===== src/pin_select_pkg.sv =====
package pin_select_pkg;

	localparam int ADDR_WIDTH = 12;
	localparam int DATA_WIDTH = 32;

	// byte addresses, one aligned word per register
	localparam logic [ADDR_WIDTH-1:0] ADDR_PC_DRIVE = 12'h000;
	localparam logic [ADDR_WIDTH-1:0] ADDR_AB_DRIVE = 12'h004;
	localparam logic [ADDR_WIDTH-1:0] ADDR_SUPPLY   = 12'h008;
	localparam logic [ADDR_WIDTH-1:0] ADDR_PA_LOW   = 12'h00C;
	localparam logic [ADDR_WIDTH-1:0] ADDR_PA_HIGH  = 12'h010;
	localparam logic [ADDR_WIDTH-1:0] ADDR_PB_LOW   = 12'h014;
	localparam logic [ADDR_WIDTH-1:0] ADDR_PB_HIGH  = 12'h018;
	localparam logic [ADDR_WIDTH-1:0] ADDR_PC_LOW   = 12'h01C;
	localparam logic [ADDR_WIDTH-1:0] ADDR_PC_HIGH  = 12'h020;
	localparam logic [ADDR_WIDTH-1:0] ADDR_INPUT    = 12'h024;

	localparam logic [7:0]  RESET_BYTE  = 8'h00;
	localparam logic [3:0]  RESET_NIB   = 4'h0;
	localparam logic [1:0]  RESET_PAIR  = 2'h0;
	localparam logic [DATA_WIDTH-1:0] READ_ZERO = 32'h0000_0000;
	localparam logic [7:0]  PAD_IDLE_BYTE = 8'hFF;

	// two-bit function codes
	localparam logic [1:0] FUNC_GPIO     = 2'h0;
	localparam logic [1:0] FUNC_ALT1     = 2'h1;
	localparam logic [1:0] FUNC_ALT2     = 2'h2;
	localparam logic [1:0] FUNC_GPIO_ALT = 2'h3;

	localparam logic [1:0] RX_FROM_PA0 = 2'h0;
	localparam logic [1:0] RX_FROM_PC3 = 2'h1;

	// field positions
	localparam int PC_DRIVE_LSB   = 2;
	localparam int PA_LO_DRIVE_LSB = 0;
	localparam int PA_HI_DRIVE_LSB = 2;
	localparam int SUPPLY_HI_LSB  = 2;
	localparam int SUPPLY_LO_LSB  = 0;
	localparam int SUPPLY_IO_BIT  = 1;
	localparam int PB7_FIELD_LSB  = 6;
	localparam int PC_DRIVE_PIN0  = 4;
	localparam int PC_RX_PIN_A    = 3;
	localparam int PC_RX_PIN_B    = 5;
	localparam int PA_LOW_GROUP   = 4;
	localparam int PA_SUPPLY_PINS = 6;

	typedef struct packed {
		logic oe;
		logic out;
	} pad_drive_type;

	localparam pad_drive_type PAD_IDLE = '{oe: 1'b0, out: 1'b0};

endpackage


===== src/port_pin_function_select.sv =====
// The register addresses and the APB interface to the registers were left to the implementer.
`timescale 1ns/100ps
// How it works
// - upper four bits of port C drive and supply registers read zero, upper six of input
// - bits 3:2 set port C 7..4 drive
// - bits 1:0 set port A 3..0 drive
// - drive level only on push-pull outputs
// - bits 3:2 choose supply for PA4, PA5
// - bits 1:0 choose supply for PA0..PA3
// - io supply needs PB7 io-supply function
// - supply select applies whatever the pin function
// - direction one is input, zero push-pull
// - PA3 codes: gpio/capture, compare, chip select
// - PA2 code 01 drives serial transmit
// - PA1 code 01 SPI out, codes 00 and 11 interrupt
// - PA0 code 01 serial receive/transmit
// - PA7 codes: capture, analog, reference input
// - PA6 codes: timer clock, amplifier, reference
// - PA5 codes: compare, serial clock, gpio
// - PA4 codes: inverted compare, serial data, gpio
// - receive source from PA0, PC3 or PC5
module port_pin_function_select
	import pin_select_pkg::*;
(
	input  wire logic                  ref_clk,
	input  wire logic                  rst_n,
	input  wire logic                  psel,
	input  wire logic                  penable,
	input  wire logic                  pwrite,
	input  wire logic [ADDR_WIDTH-1:0] paddr,
	input  wire logic [DATA_WIDTH-1:0] pwdata,
	input  wire logic [3:0]            pstrb,
	output logic      [DATA_WIDTH-1:0] prdata,
	output logic                       pready,
	output logic                       pslverr,
	input  wire logic [7:0]            paPadIn,
	output logic      [7:0]            paPadOut,
	output logic      [7:0]            paPadOe,
	input  wire logic [7:0]            paDir,
	input  wire logic [7:0]            paGpioOut,
	input  wire logic [7:0]            pcPadIn,
	input  wire logic [7:0]            pcDir,
	output logic      [15:0]           paDriveLevel,
	output logic      [7:0]            pcDriveLevel,
	output logic      [5:0]            paIoSupply,
	output logic                       ioSupplyPinSelected,
	input  wire logic                  timer1Compare,
	input  wire logic                  timer0Compare,
	input  wire logic                  timer0Inverted,
	input  wire logic                  uartTx,
	input  wire logic                  uartTxOe,
	input  wire logic                  spiDataOut,
	input  wire logic                  spiChipSelect,
	input  wire logic                  spiClkOut,
	input  wire logic                  spiClkOe,
	input  wire logic                  spiSdaOut,
	input  wire logic                  spiSdaOe,
	output logic                       timer1Capture,
	output logic                       timer0Capture,
	output logic                       timer0ExtClock,
	output logic                       extInterrupt0,
	output logic                       uartRx,
	output logic                       spiClkIn,
	output logic                       spiDataIn,
	output logic                       analogChannel0En,
	output logic                       amplifier0OutEn,
	output logic                       referenceInEn,
	output logic                       referencePinEn
);

	logic [3:0] pcDriveSel;
	logic [7:0] abDriveSel;
	logic [3:0] supplySel;
	logic [7:0] paLowSel;
	logic [7:0] paHighSel;
	logic [7:0] pbLowSel;
	logic [7:0] pbHighSel;
	logic [7:0] pcLowSel;
	logic [7:0] pcHighSel;
	logic [1:0] rxPinSel;

	// bus decode
	wire accessPhase = psel & penable;
	wire setupPhase  = psel & ~penable;
	wire hitPcDrive  = (paddr == ADDR_PC_DRIVE);
	wire hitAbDrive  = (paddr == ADDR_AB_DRIVE);
	wire hitSupply   = (paddr == ADDR_SUPPLY);
	wire hitPaLow    = (paddr == ADDR_PA_LOW);
	wire hitPaHigh   = (paddr == ADDR_PA_HIGH);
	wire hitPbLow    = (paddr == ADDR_PB_LOW);
	wire hitPbHigh   = (paddr == ADDR_PB_HIGH);
	wire hitPcLow    = (paddr == ADDR_PC_LOW);
	wire hitPcHigh   = (paddr == ADDR_PC_HIGH);
	wire hitInput    = (paddr == ADDR_INPUT);
	wire mapped      = hitPcDrive | hitAbDrive | hitSupply | hitPaLow | hitPaHigh
	                 | hitPbLow | hitPbHigh | hitPcLow | hitPcHigh | hitInput;
	// only the low byte lane holds register bits
	wire writeByte   = accessPhase & pwrite & mapped & pstrb[0];

	assign pready  = 1'b1;
	assign pslverr = accessPhase & ~mapped;

	wire [7:0] readByte =
		hitPcDrive ? {4'h0, pcDriveSel} :
		hitAbDrive ? abDriveSel :
		hitSupply  ? {4'h0, supplySel} :
		hitPaLow   ? paLowSel :
		hitPaHigh  ? paHighSel :
		hitPbLow   ? pbLowSel :
		hitPbHigh  ? pbHighSel :
		hitPcLow   ? pcLowSel :
		hitPcHigh  ? pcHighSel :
		hitInput   ? {6'h00, rxPinSel} : RESET_BYTE;

	// read data settles in setup so the access phase needs no wait
	always_ff @(posedge ref_clk) begin
		if (!rst_n) begin
			prdata <= READ_ZERO;
		end else if (setupPhase) begin
			prdata <= {24'h00_0000, readByte};
		end
	end

	always_ff @(posedge ref_clk) begin
		if (!rst_n) begin
			pcDriveSel <= RESET_NIB;
			abDriveSel <= RESET_BYTE;
			supplySel  <= RESET_NIB;
			paLowSel   <= RESET_BYTE;
			paHighSel  <= RESET_BYTE;
			pbLowSel   <= RESET_BYTE;
			pbHighSel  <= RESET_BYTE;
			pcLowSel   <= RESET_BYTE;
			pcHighSel  <= RESET_BYTE;
			rxPinSel   <= RESET_PAIR;
		end else if (writeByte) begin
			if (hitPcDrive) pcDriveSel <= pwdata[3:0];
			if (hitAbDrive) abDriveSel <= pwdata[7:0];
			if (hitSupply)  supplySel  <= pwdata[3:0];
			if (hitPaLow)   paLowSel   <= pwdata[7:0];
			if (hitPaHigh)  paHighSel  <= pwdata[7:0];
			if (hitPbLow)   pbLowSel   <= pwdata[7:0];
			if (hitPbHigh)  pbHighSel  <= pwdata[7:0];
			if (hitPcLow)   pcLowSel   <= pwdata[7:0];
			if (hitPcHigh)  pcHighSel  <= pwdata[7:0];
			if (hitInput)   rxPinSel   <= pwdata[1:0];
		end
	end

	// three-stage sync, reset high: no false start bit on receive
	logic [7:0] paSync1, paSync2, paSync3, paIn;
	logic [7:0] pcSync1, pcSync2, pcSync3, pcIn;
	wire  [7:0] paDiffer = paSync2 ^ paSync3;
	wire  [7:0] pcDiffer = pcSync2 ^ pcSync3;
	wire  [7:0] next_paIn = (~paDiffer & paSync3) | (paDiffer & paIn);
	wire  [7:0] next_pcIn = (~pcDiffer & pcSync3) | (pcDiffer & pcIn);

	always_ff @(posedge ref_clk) begin
		if (!rst_n) begin
			paSync1 <= PAD_IDLE_BYTE;
			paSync2 <= PAD_IDLE_BYTE;
			paSync3 <= PAD_IDLE_BYTE;
			paIn    <= PAD_IDLE_BYTE;
			pcSync1 <= PAD_IDLE_BYTE;
			pcSync2 <= PAD_IDLE_BYTE;
			pcSync3 <= PAD_IDLE_BYTE;
			pcIn    <= PAD_IDLE_BYTE;
		end else begin
			paSync1 <= paPadIn;
			paSync2 <= paSync1;
			paSync3 <= paSync2;
			paIn    <= next_paIn;
			pcSync1 <= pcPadIn;
			pcSync2 <= pcSync1;
			pcSync3 <= pcSync2;
			pcIn    <= next_pcIn;
		end
	end

	function automatic pad_drive_type select_drive(
		input logic [1:0]    code,
		input pad_drive_type gpio,
		input pad_drive_type alt1,
		input pad_drive_type alt2
	);
		pad_drive_type result;
		result = gpio;
		unique case (code)
			FUNC_GPIO:     result = gpio;
			FUNC_ALT1:     result = alt1;
			FUNC_ALT2:     result = alt2;
			FUNC_GPIO_ALT: result = gpio;
		endcase
		return result;
	endfunction

	wire [15:0] paCodes = {paHighSel, paLowSel};

	pad_drive_type gpioDrv [8];
	pad_drive_type alt1Drv [8];
	pad_drive_type alt2Drv [8];
	pad_drive_type padDrv  [8];
	logic [7:0]    isGpio;

	assign alt1Drv[3] = '{oe: 1'b1, out: timer1Compare};
	assign alt2Drv[3] = '{oe: 1'b1, out: spiChipSelect};
	assign alt1Drv[2] = '{oe: 1'b1, out: uartTx};
	assign alt2Drv[2] = gpioDrv[2];
	assign alt1Drv[1] = '{oe: 1'b1, out: spiDataOut};
	assign alt2Drv[1] = gpioDrv[1];
	assign alt1Drv[0] = '{oe: uartTxOe, out: uartTx};
	assign alt2Drv[0] = gpioDrv[0];
	assign alt1Drv[7] = PAD_IDLE;
	assign alt2Drv[7] = PAD_IDLE;
	assign alt1Drv[6] = PAD_IDLE;
	assign alt2Drv[6] = PAD_IDLE;
	assign alt1Drv[5] = '{oe: 1'b1, out: timer0Compare};
	assign alt2Drv[5] = '{oe: spiClkOe, out: spiClkOut};
	assign alt1Drv[4] = '{oe: 1'b1, out: timer0Inverted};
	assign alt2Drv[4] = '{oe: spiSdaOe, out: spiSdaOut};

	genvar pin;
	generate
		for (pin = 0; pin < 8; pin++) begin : g_pad
			assign gpioDrv[pin] = '{oe: ~paDir[pin], out: paGpioOut[pin]};
			assign isGpio[pin]  = (paCodes[2*pin +: 2] == FUNC_GPIO)
			                    | (paCodes[2*pin +: 2] == FUNC_GPIO_ALT);
			assign padDrv[pin]  = select_drive(paCodes[2*pin +: 2], gpioDrv[pin],
			                                   alt1Drv[pin], alt2Drv[pin]);
		end
	endgenerate

	logic [7:0] next_padOut;
	logic [7:0] next_padOe;
	always_comb begin
		for (int i = 0; i < 8; i++) begin
			next_padOut[i] = padDrv[i].out;
			next_padOe[i]  = padDrv[i].oe;
		end
	end

	logic [15:0] next_paLevel;
	always_comb begin
		for (int i = 0; i < 8; i++) begin
			if (!next_padOe[i]) begin
				next_paLevel[2*i +: 2] = RESET_PAIR;
			end else if (i < PA_LOW_GROUP) begin
				next_paLevel[2*i +: 2] = abDriveSel[PA_LO_DRIVE_LSB +: 2];
			end else begin
				next_paLevel[2*i +: 2] = abDriveSel[PA_HI_DRIVE_LSB +: 2];
			end
		end
	end

	logic [7:0] next_pcLevel;
	always_comb begin
		for (int i = 0; i < 4; i++) begin
			next_pcLevel[2*i +: 2] = pcDir[PC_DRIVE_PIN0 + i] ? RESET_PAIR
			                       : pcDriveSel[PC_DRIVE_LSB +: 2];
		end
	end

	// io supply pin function on PB7
	wire pb7IoSupply = (pbHighSel[PB7_FIELD_LSB +: 2] == FUNC_ALT1);
	wire supplyHiIo  = supplySel[SUPPLY_HI_LSB + SUPPLY_IO_BIT] & pb7IoSupply;
	wire supplyLoIo  = supplySel[SUPPLY_LO_LSB + SUPPLY_IO_BIT] & pb7IoSupply;
	wire [5:0] next_ioSupply = {{2{supplyHiIo}}, {4{supplyLoIo}}};

	// capture, timer clock and interrupt inputs only with direction input
	wire gpioIn3 = isGpio[3] & paDir[3];
	wire gpioIn1 = isGpio[1] & paDir[1];
	wire gpioIn7 = isGpio[7] & paDir[7];
	wire gpioIn6 = isGpio[6] & paDir[6];
	wire next_rx = (rxPinSel == RX_FROM_PA0) ? paIn[0] :
	               (rxPinSel == RX_FROM_PC3) ? pcIn[PC_RX_PIN_A] : pcIn[PC_RX_PIN_B];
	// serial clock and data idle high when not routed, like an open bus
	wire next_spiClk  = (paCodes[11:10] == FUNC_ALT2) ? paIn[5] : 1'b1;
	wire next_spiData = (paCodes[9:8] == FUNC_ALT2) ? paIn[4] : 1'b1;
	always_ff @(posedge ref_clk) begin
		if (!rst_n) begin
			paPadOut <= RESET_BYTE;
			paPadOe  <= RESET_BYTE;
			paDriveLevel <= 16'h0000;
			pcDriveLevel <= RESET_BYTE;
			paIoSupply   <= 6'h00;
			ioSupplyPinSelected <= 1'b0;
		end else begin
			paPadOut <= next_padOut;
			paPadOe  <= next_padOe;
			paDriveLevel <= next_paLevel;
			pcDriveLevel <= next_pcLevel;
			paIoSupply   <= next_ioSupply;
			ioSupplyPinSelected <= pb7IoSupply;
		end
	end

	always_ff @(posedge ref_clk) begin
		if (!rst_n) begin
			timer1Capture    <= 1'b0;
			extInterrupt0    <= 1'b0;
			timer0Capture    <= 1'b0;
			timer0ExtClock   <= 1'b0;
			uartRx           <= 1'b1;
			spiClkIn         <= 1'b1;
			spiDataIn        <= 1'b1;
			analogChannel0En <= 1'b0;
			amplifier0OutEn  <= 1'b0;
			referenceInEn    <= 1'b0;
			referencePinEn   <= 1'b0;
		end else begin
			timer1Capture    <= gpioIn3 & paIn[3];
			extInterrupt0    <= gpioIn1 & paIn[1];
			timer0Capture    <= gpioIn7 & paIn[7];
			timer0ExtClock   <= gpioIn6 & paIn[6];
			uartRx           <= next_rx;
			spiClkIn         <= next_spiClk;
			spiDataIn        <= next_spiData;
			analogChannel0En <= (paCodes[15:14] == FUNC_ALT1);
			amplifier0OutEn  <= (paCodes[13:12] == FUNC_ALT1);
			referenceInEn    <= (paCodes[15:14] == FUNC_ALT2);
			referencePinEn   <= (paCodes[13:12] == FUNC_ALT2);
		end
	end
endmodule


===== config.mk =====
export PLATFORM = sky130hd
export DESIGN_NAME = port_pin_function_select
export DESIGN_NICKNAME = d
export VERILOG_FILES = /design/src/pin_select_pkg.sv /design/src/port_pin_function_select.sv
export SDC_FILE = /design/constraint.sdc
export NUM_CORES = 1
export LEC_CHECK = 0
export ABC_AREA = 1
export BUFFER_PORTS_ARGS = -buffer_cell sky130_fd_sc_hd__buf_2
export CORE_MARGIN = 8
export CORE_UTILIZATION = 47
export DETAILED_ROUTE_END_ITERATION = 12
export MAX_ROUTING_LAYER = met4
export PLACE_DENSITY = 0.76
export SLEW_MARGIN = 10
export SYNTH_ARGS = -nofsm -noshare
export SYNTH_HDL_FRONTEND = slang
export SYNTH_SLANG_ARGS = --single-unit

===== constraint.sdc =====
create_clock -name ref_clk -period 1.9 [get_ports ref_clk]
set_clock_uncertainty 0.2 [all_clocks]
set_input_delay 0.095 -clock ref_clk [delete_from_list [all_inputs] [get_ports ref_clk]]
set_output_delay 0.095 -clock ref_clk [all_outputs]
set_load 0.02 [all_outputs]

Yosys cells after proc, flatten, opt, wreduce, memory -nomap -nowiden:

Cells that the tools add are included.
W data, S select, Z words.

* eq/ne operators: 35
* multiplexer cells: 20
* bitwise operators: 50
* reductions and logical operators: 44

Operator list (count)
* $mux W8: 9
* $eq A12 B5 Y1 const B: 4
* $reduce_and A2 Y1: 20
* $and A8 B8 Y8: 4
* $eq A2 B2 Y1 const B: 16
* $eq A12 B4 Y1 const B: 2
* $eq A12 B6 Y1 const B: 2
* $reduce_or A2 Y1: 11
* $eq A2 B1 Y1 const B: 10
* $pmux W2 S2: 5
* $logic_not A2 Y1: 9
* $pmux W2 S3: 3
* $and A1 B1 Y1: 16
* $not A8 Y8: 2
* $or A8 B8 Y8: 2
* $xor A8 B8 Y8: 2
* $or A1 B1 Y1: 13
* $eq A12 B3 Y1 const B: 1
* $logic_not A12 Y1: 1
* $not A1 Y1: 11
* $reduce_or A3 Y1: 3
* $mux W1: 2
* $mux W2: 1

* bits in registers: 195
* bits of input ports: 104
* output and inout bits: 92
* logic and storage cells: 195

Longest topological paths before layout:

* depth in word-level cells: 13
* mapped depth: 15
* mapped depth without buffers: 15

Worst setup path after synthesis:

Ideal clock, no wire load.

* path type: input -> register
* start point: input port paddr[7]
* end point: register pbHighSel[0]
* setup time: 0.110 ns
* arrival time: 1.544 ns
* setup slack: 0.046 ns
* stages on the path: 13
* buffers on the path: 1
* cell sequence: nor2_1 > nand2_1 > nor2_1 > nand3_1 > inv_2 > nor3_1 > nand3b_2 > buf_6 > nand2_4 > nor2_4 > nand2_1 > nand2_1 > nor2_1

* word-level cells in the longest chain between the ends: 13
* elaborated cells on any way between the ends: 22
* those cells by class: eq/ne (9); bitwise (11); reduce/logical (2)

Ends and longest elaborated chain
* start: declaration: RTL line port_pin_function_select.sv:30 `input wire logic [ADDR_WIDTH-1:0] paddr,`
* $eq A12 B3 Y1 or $logic_not A12 Y1 (tied branches): RTL line port_pin_function_select.sv:86, port_pin_function_select.sv:85
* $or A1 B1 Y1 (4 in series): RTL line port_pin_function_select.sv:95 `wire mapped = hitPcDrive | hitAbDrive | hitSupply | hitPaLow | hitPaHigh`
* $or A1 B1 Y1 (5 in series): RTL line port_pin_function_select.sv:96 `| hitPbLow | hitPbHigh | hitPcLow | hitPcHigh | hitInput;`
* $and A1 B1 Y1 (2 in series): RTL line port_pin_function_select.sv:98 `wire writeByte = accessPhase & pwrite & mapped & pstrb[0];`
* $reduce_and A2 Y1 (no line) (*)
* end signal: assignment: RTL line port_pin_function_select.sv:143 `if (hitPbHigh) pbHighSel <= pwdata[7:0];`
* end: declaration: RTL line port_pin_function_select.sv:77 `logic [7:0] pbHighSel;`

Every way passes the cells marked *; elsewhere a longest branch is shown, timed or not.
A chain may end at the register's enable or synchronous reset.

==> summary.md <==
| Metric | Value |
|---|---|
| Nets@finish | `1,308` |
| DRC | `0` |
| Req. time, crit path | `just over 2 ns` |
| Yosys warning total | `0` |
| Diode count | `0` |
| Status | `completed` |
| Synthesized area | `6990 um^2` |
| FFs w/ async S/R, synth | `0%` |
| Post-DP Area | `7940 um^2` |
| Largest family of logic cells by synthesized area | `simple AND/OR/NAND/NOR gates` |
| Avg Vias per Cell | `4.66` |
| VDD IR max | `0.000645 V` |
| Yosys reg bits | `164` |
| Starting density of the core | `48.1%` |
| Lkg Pwr | `4.63 nW` |
| Final Setup Violations | `0` |
| Worst R2R Setup Slack | `0.11 ns` |
| Max-cap check violation count | `0` |
| FF-to-FF Start | `paHighSel[2]` |
| Htree depth | `4` |
| Commonest non-fill, non-tap cell in the layout | `nand2_1` |
| Post-synth top flop | `dfxtp_1` |
| Worst hold start | `psel` |
| CP Launch Type | `input port` |
| Num rows | `44` |
| Largest net degree at the start of global routing | `80` |
| Reg-to-Reg End | `paPadOut[5]` |
| PwrDens | `roughly 810 nW/um^2` |
| CTS clk-pin slew, worst paths | `about 0.070 ns` |
| Final setup TNS | `0 ns` |
| Mapped Avg Cell Area | `7.09 um^2` |
| Unrepaired setup endpoints after global routing | `false` |
| Hold Crit Endpoint | `prdata[4]` |
| Syn Inst Count | `985` |
| Crit path max fanout | `79` |
| IO Port Bufs | `132` |
| Die width | `138 um` |
| FILL cells | `1,298` |
| GPL Wtd Cong | `0.912` |
| Clk root buf | `clkbuf_16` |
| Post-Synth Simple-Gate Area | `roughly a third` |
| Crit share post-route | `96.0%` |
| Die area | `about 19,000 um^2` |
| CTS tree | `yes` |
| Arr. time, crit path | `1.99 ns` |
| XOR/XNOR share of the synthesized area | `0%` |
| Adder-Cell Fraction of Synth Area | `1.97%` |
| CP cell instances | `dlygate4sd3_1 > buf_2 > buf_12 > o21ai_0 > a21oi_1 > dlygate4sd3_1` |
| ANT nets after route | `0` |
| Ports | `around 200` |
| Clk sinks | `around 160` |
| Gr usage total | `19.9%` |
| CTS Buffer Depth | `2` |
| Final Hold Viols | `0` |
| DR pass1 iterations | `5` |
| Layout cell share with drive strength beyond 1 | `between 20 and 25%` |
| Hold path cells | `7` |
| Die H | `about 140 um` |
| Routed wire length | `18,800 um` |
| Reg2Reg Depth | `5` |
| Worst Hold Class | `in -> reg` |
| CP dominant cell by count | `dlygate4sd3_1` |
| Power after layout | `0.00733 W` |
| Core area | `14,500 um^2` |
| Slew Limit Fails | `0` |
| Post-synthesis sequential area ratio | `a little under half` |
| CTS Buf Count | `17` |
| Delay-heaviest family, CP | `buffers and inverters` |
| Max stage delay on crit path | `about 0.57 ns` |
| Tmin final | `between 1.5 and 2 ns` |
| Gr ovfl total | `0` |
| Post-synthesis mux area share | `0%` |
| DRT iter0 DRCs | `422` |
| Hold Slack | `0.0372 ns` |
| First-pass GRT wire length | `28,900 um` |
| Clk_lat worst skew | `0.42 ns` |
| Commonest non-fill, non-tap cells in the layout | `nand2_1 (252), nor2_1 (184), dfxtp_1 (162), inv_1 (133), buf_2 (132)` |
| Area Overhead vs Synth | `29.2%` |
| Finished Cell Area | `9020 um^2` |
| Post-synth cell types | `34` |
| Vias in the first global route | `6,118` |
| Compound-Gate Fraction of Synth Area | `~4.6%` |
| Slowest cell on crit path | `dlygate4sd3_1` |
| Routed wire per std cell | `roughly 14 um` |
| EDFF count, synth | `0` |
| Critical Setup Path Class | `in -> reg` |
| Antenna violations before repair | `0` |
| Crit. End Element | `register` |
| Max Freq | `548 MHz` |
| Dpl hpwl | `about 13,000 um` |
| Buf/Inv on CP | `4` |
| Routed vias | `6,477` |
-- per-stage QoR --
stage	util, %	setup slack, ns	cells
4_1_cts	62.0	0.0855	1388
5_1_grt	62.1	0.00539	1390
3_3_place_gp	54.6	-0.0955	1307
2_1_floorplan	-	0.0461	1008
3_5_place_dp	54.6	-0.147	1307
6_report	62.1	0.0768	1390
-- registers in the layout, indices dropped and copies added, names as in the netlist, 7 cells and up, named ones only --
register and cells:
pcHighSel 8, pcDriveLevel 8, paPadOe 8, paSync3 7, paSync1 7, paLowSel 8
pbLowSel 8, paHighSel 8, pbHighSel 8, pcLowSel 8, prdata 8, abDriveSel 8
paPadOut 8, paDriveLevel 16, paSync2 7
-- tightest hold or removal path: stages --
cell     delay, ns
buf_2         0.10
inv_1         0.04
nor2_1        0.06
inv_1         0.07
nor2_1        0.11
nand2_1       0.09
a21oi_1       0.05
-- metal layers --
layer | up-vias | track usage, % | routed length [um]
met5 | - | - | 0
met4 | 0 | 8.72 | 520
met3 | 43 | 3.22 | 1030
met2 | 206 | 35.2 | 9450
met1 | 2893 | 21.7 | 7760
li1 | 3335 | - | -
-- synth_stat cells (2+ instances only) --
| cell | number | area share, % |
|---|---|---|
| nor2_2 | 4 | 0.36 |
| ha_1 | 11 | 2.0 |
| nor3_1 | 31 | 2.2 |
| buf_2 | 6 | 0.43 |
| nand4_2 | 2 | 0.36 |
| nor3_2 | 2 | 0.29 |
| buf_4 | 29 | 3.1 |
| clkbuf_1 | 16 | 0.86 |
| nand4_1 | 6 | 0.54 |
| buf_6 | 3 | 0.48 |
| dfxtp_1 | 164 | 47 |
| inv_1 | 133 | 7.1 |
| nand3_1 | 23 | 1.6 |
| or2_2 | 27 | 2.4 |
| nor2_4 | 2 | 0.32 |
| nand3_4 | 2 | 0.50 |
| o31ai_1 | 3 | 0.32 |
| a21oi_1 | 34 | 2.4 |
| nand2_2 | 2 | 0.18 |
| nor2_1 | 184 | 9.9 |
| o21ai_0 | 20 | 1.4 |
| nand3_2 | 6 | 0.86 |
| buf_1 | 3 | 0.16 |
| o211ai_1 | 2 | 0.21 |
| conb_1 | 2 | 0.11 |
| nand2_1 | 252 | 14 |
| inv_2 | 9 | 0.48 |
-- cell families after synthesis --
family | Yosys count
flops | 164
fa+ha+maj | 11
buf+inv | 200
simple gates | 547
other cells | 2
compound gates | 61
-- what timing repair did --
action	4_1_cts	5_1_grt
gates resized for setup	0	2
endpoints found under the setup margin	0	3
setup buffers	0	2
hold buffers	49	0
endpoints found under the hold margin	131	0
-- power by group --
part	total, W	leakage (nW)	switching (W)	internal (W)
Sequential	0.00350	1.33	0.0000134	0.00348
Clock	0.00335	0.283	0.00148	0.00188
Combinational	0.000483	3.01	0.000286	0.000197
-- worst max-delay path by stage --
| stage | startpoint | to | slack, ns | depth (start not counted) |
|---|---|---|---|---|
| after floorplan | paddr[7] | pbHighSel[0] | 0.05 | 13 |
| after global placement | paddr[1] | pbLowSel[1] | -0.1 | 10 |
| after detailed placement | paddr[1] | pbLowSel[0] | -0.15 | 10 |
| after CTS | paHighSel[2] | paPadOut[5] | 0.09 | 5 |
| after global routing | rst_n | paPadOut[5] | 0.005 | 6 |
| final | rst_n | paPadOut[5] | 0.08 | 6 |
-- cell type report --
type	instances	area, um^2	area share (%)
flip-flops and latches	164	3290	36.4
repair buffers	223	1490	16.5
multi-input cells	644	2900	32.1
clock buffers	18	439	4.87
clock inverters	14	141	1.57
well taps	184	230	2.55
inverters	143	537	5.95
(Power assumes the default switching activity.)
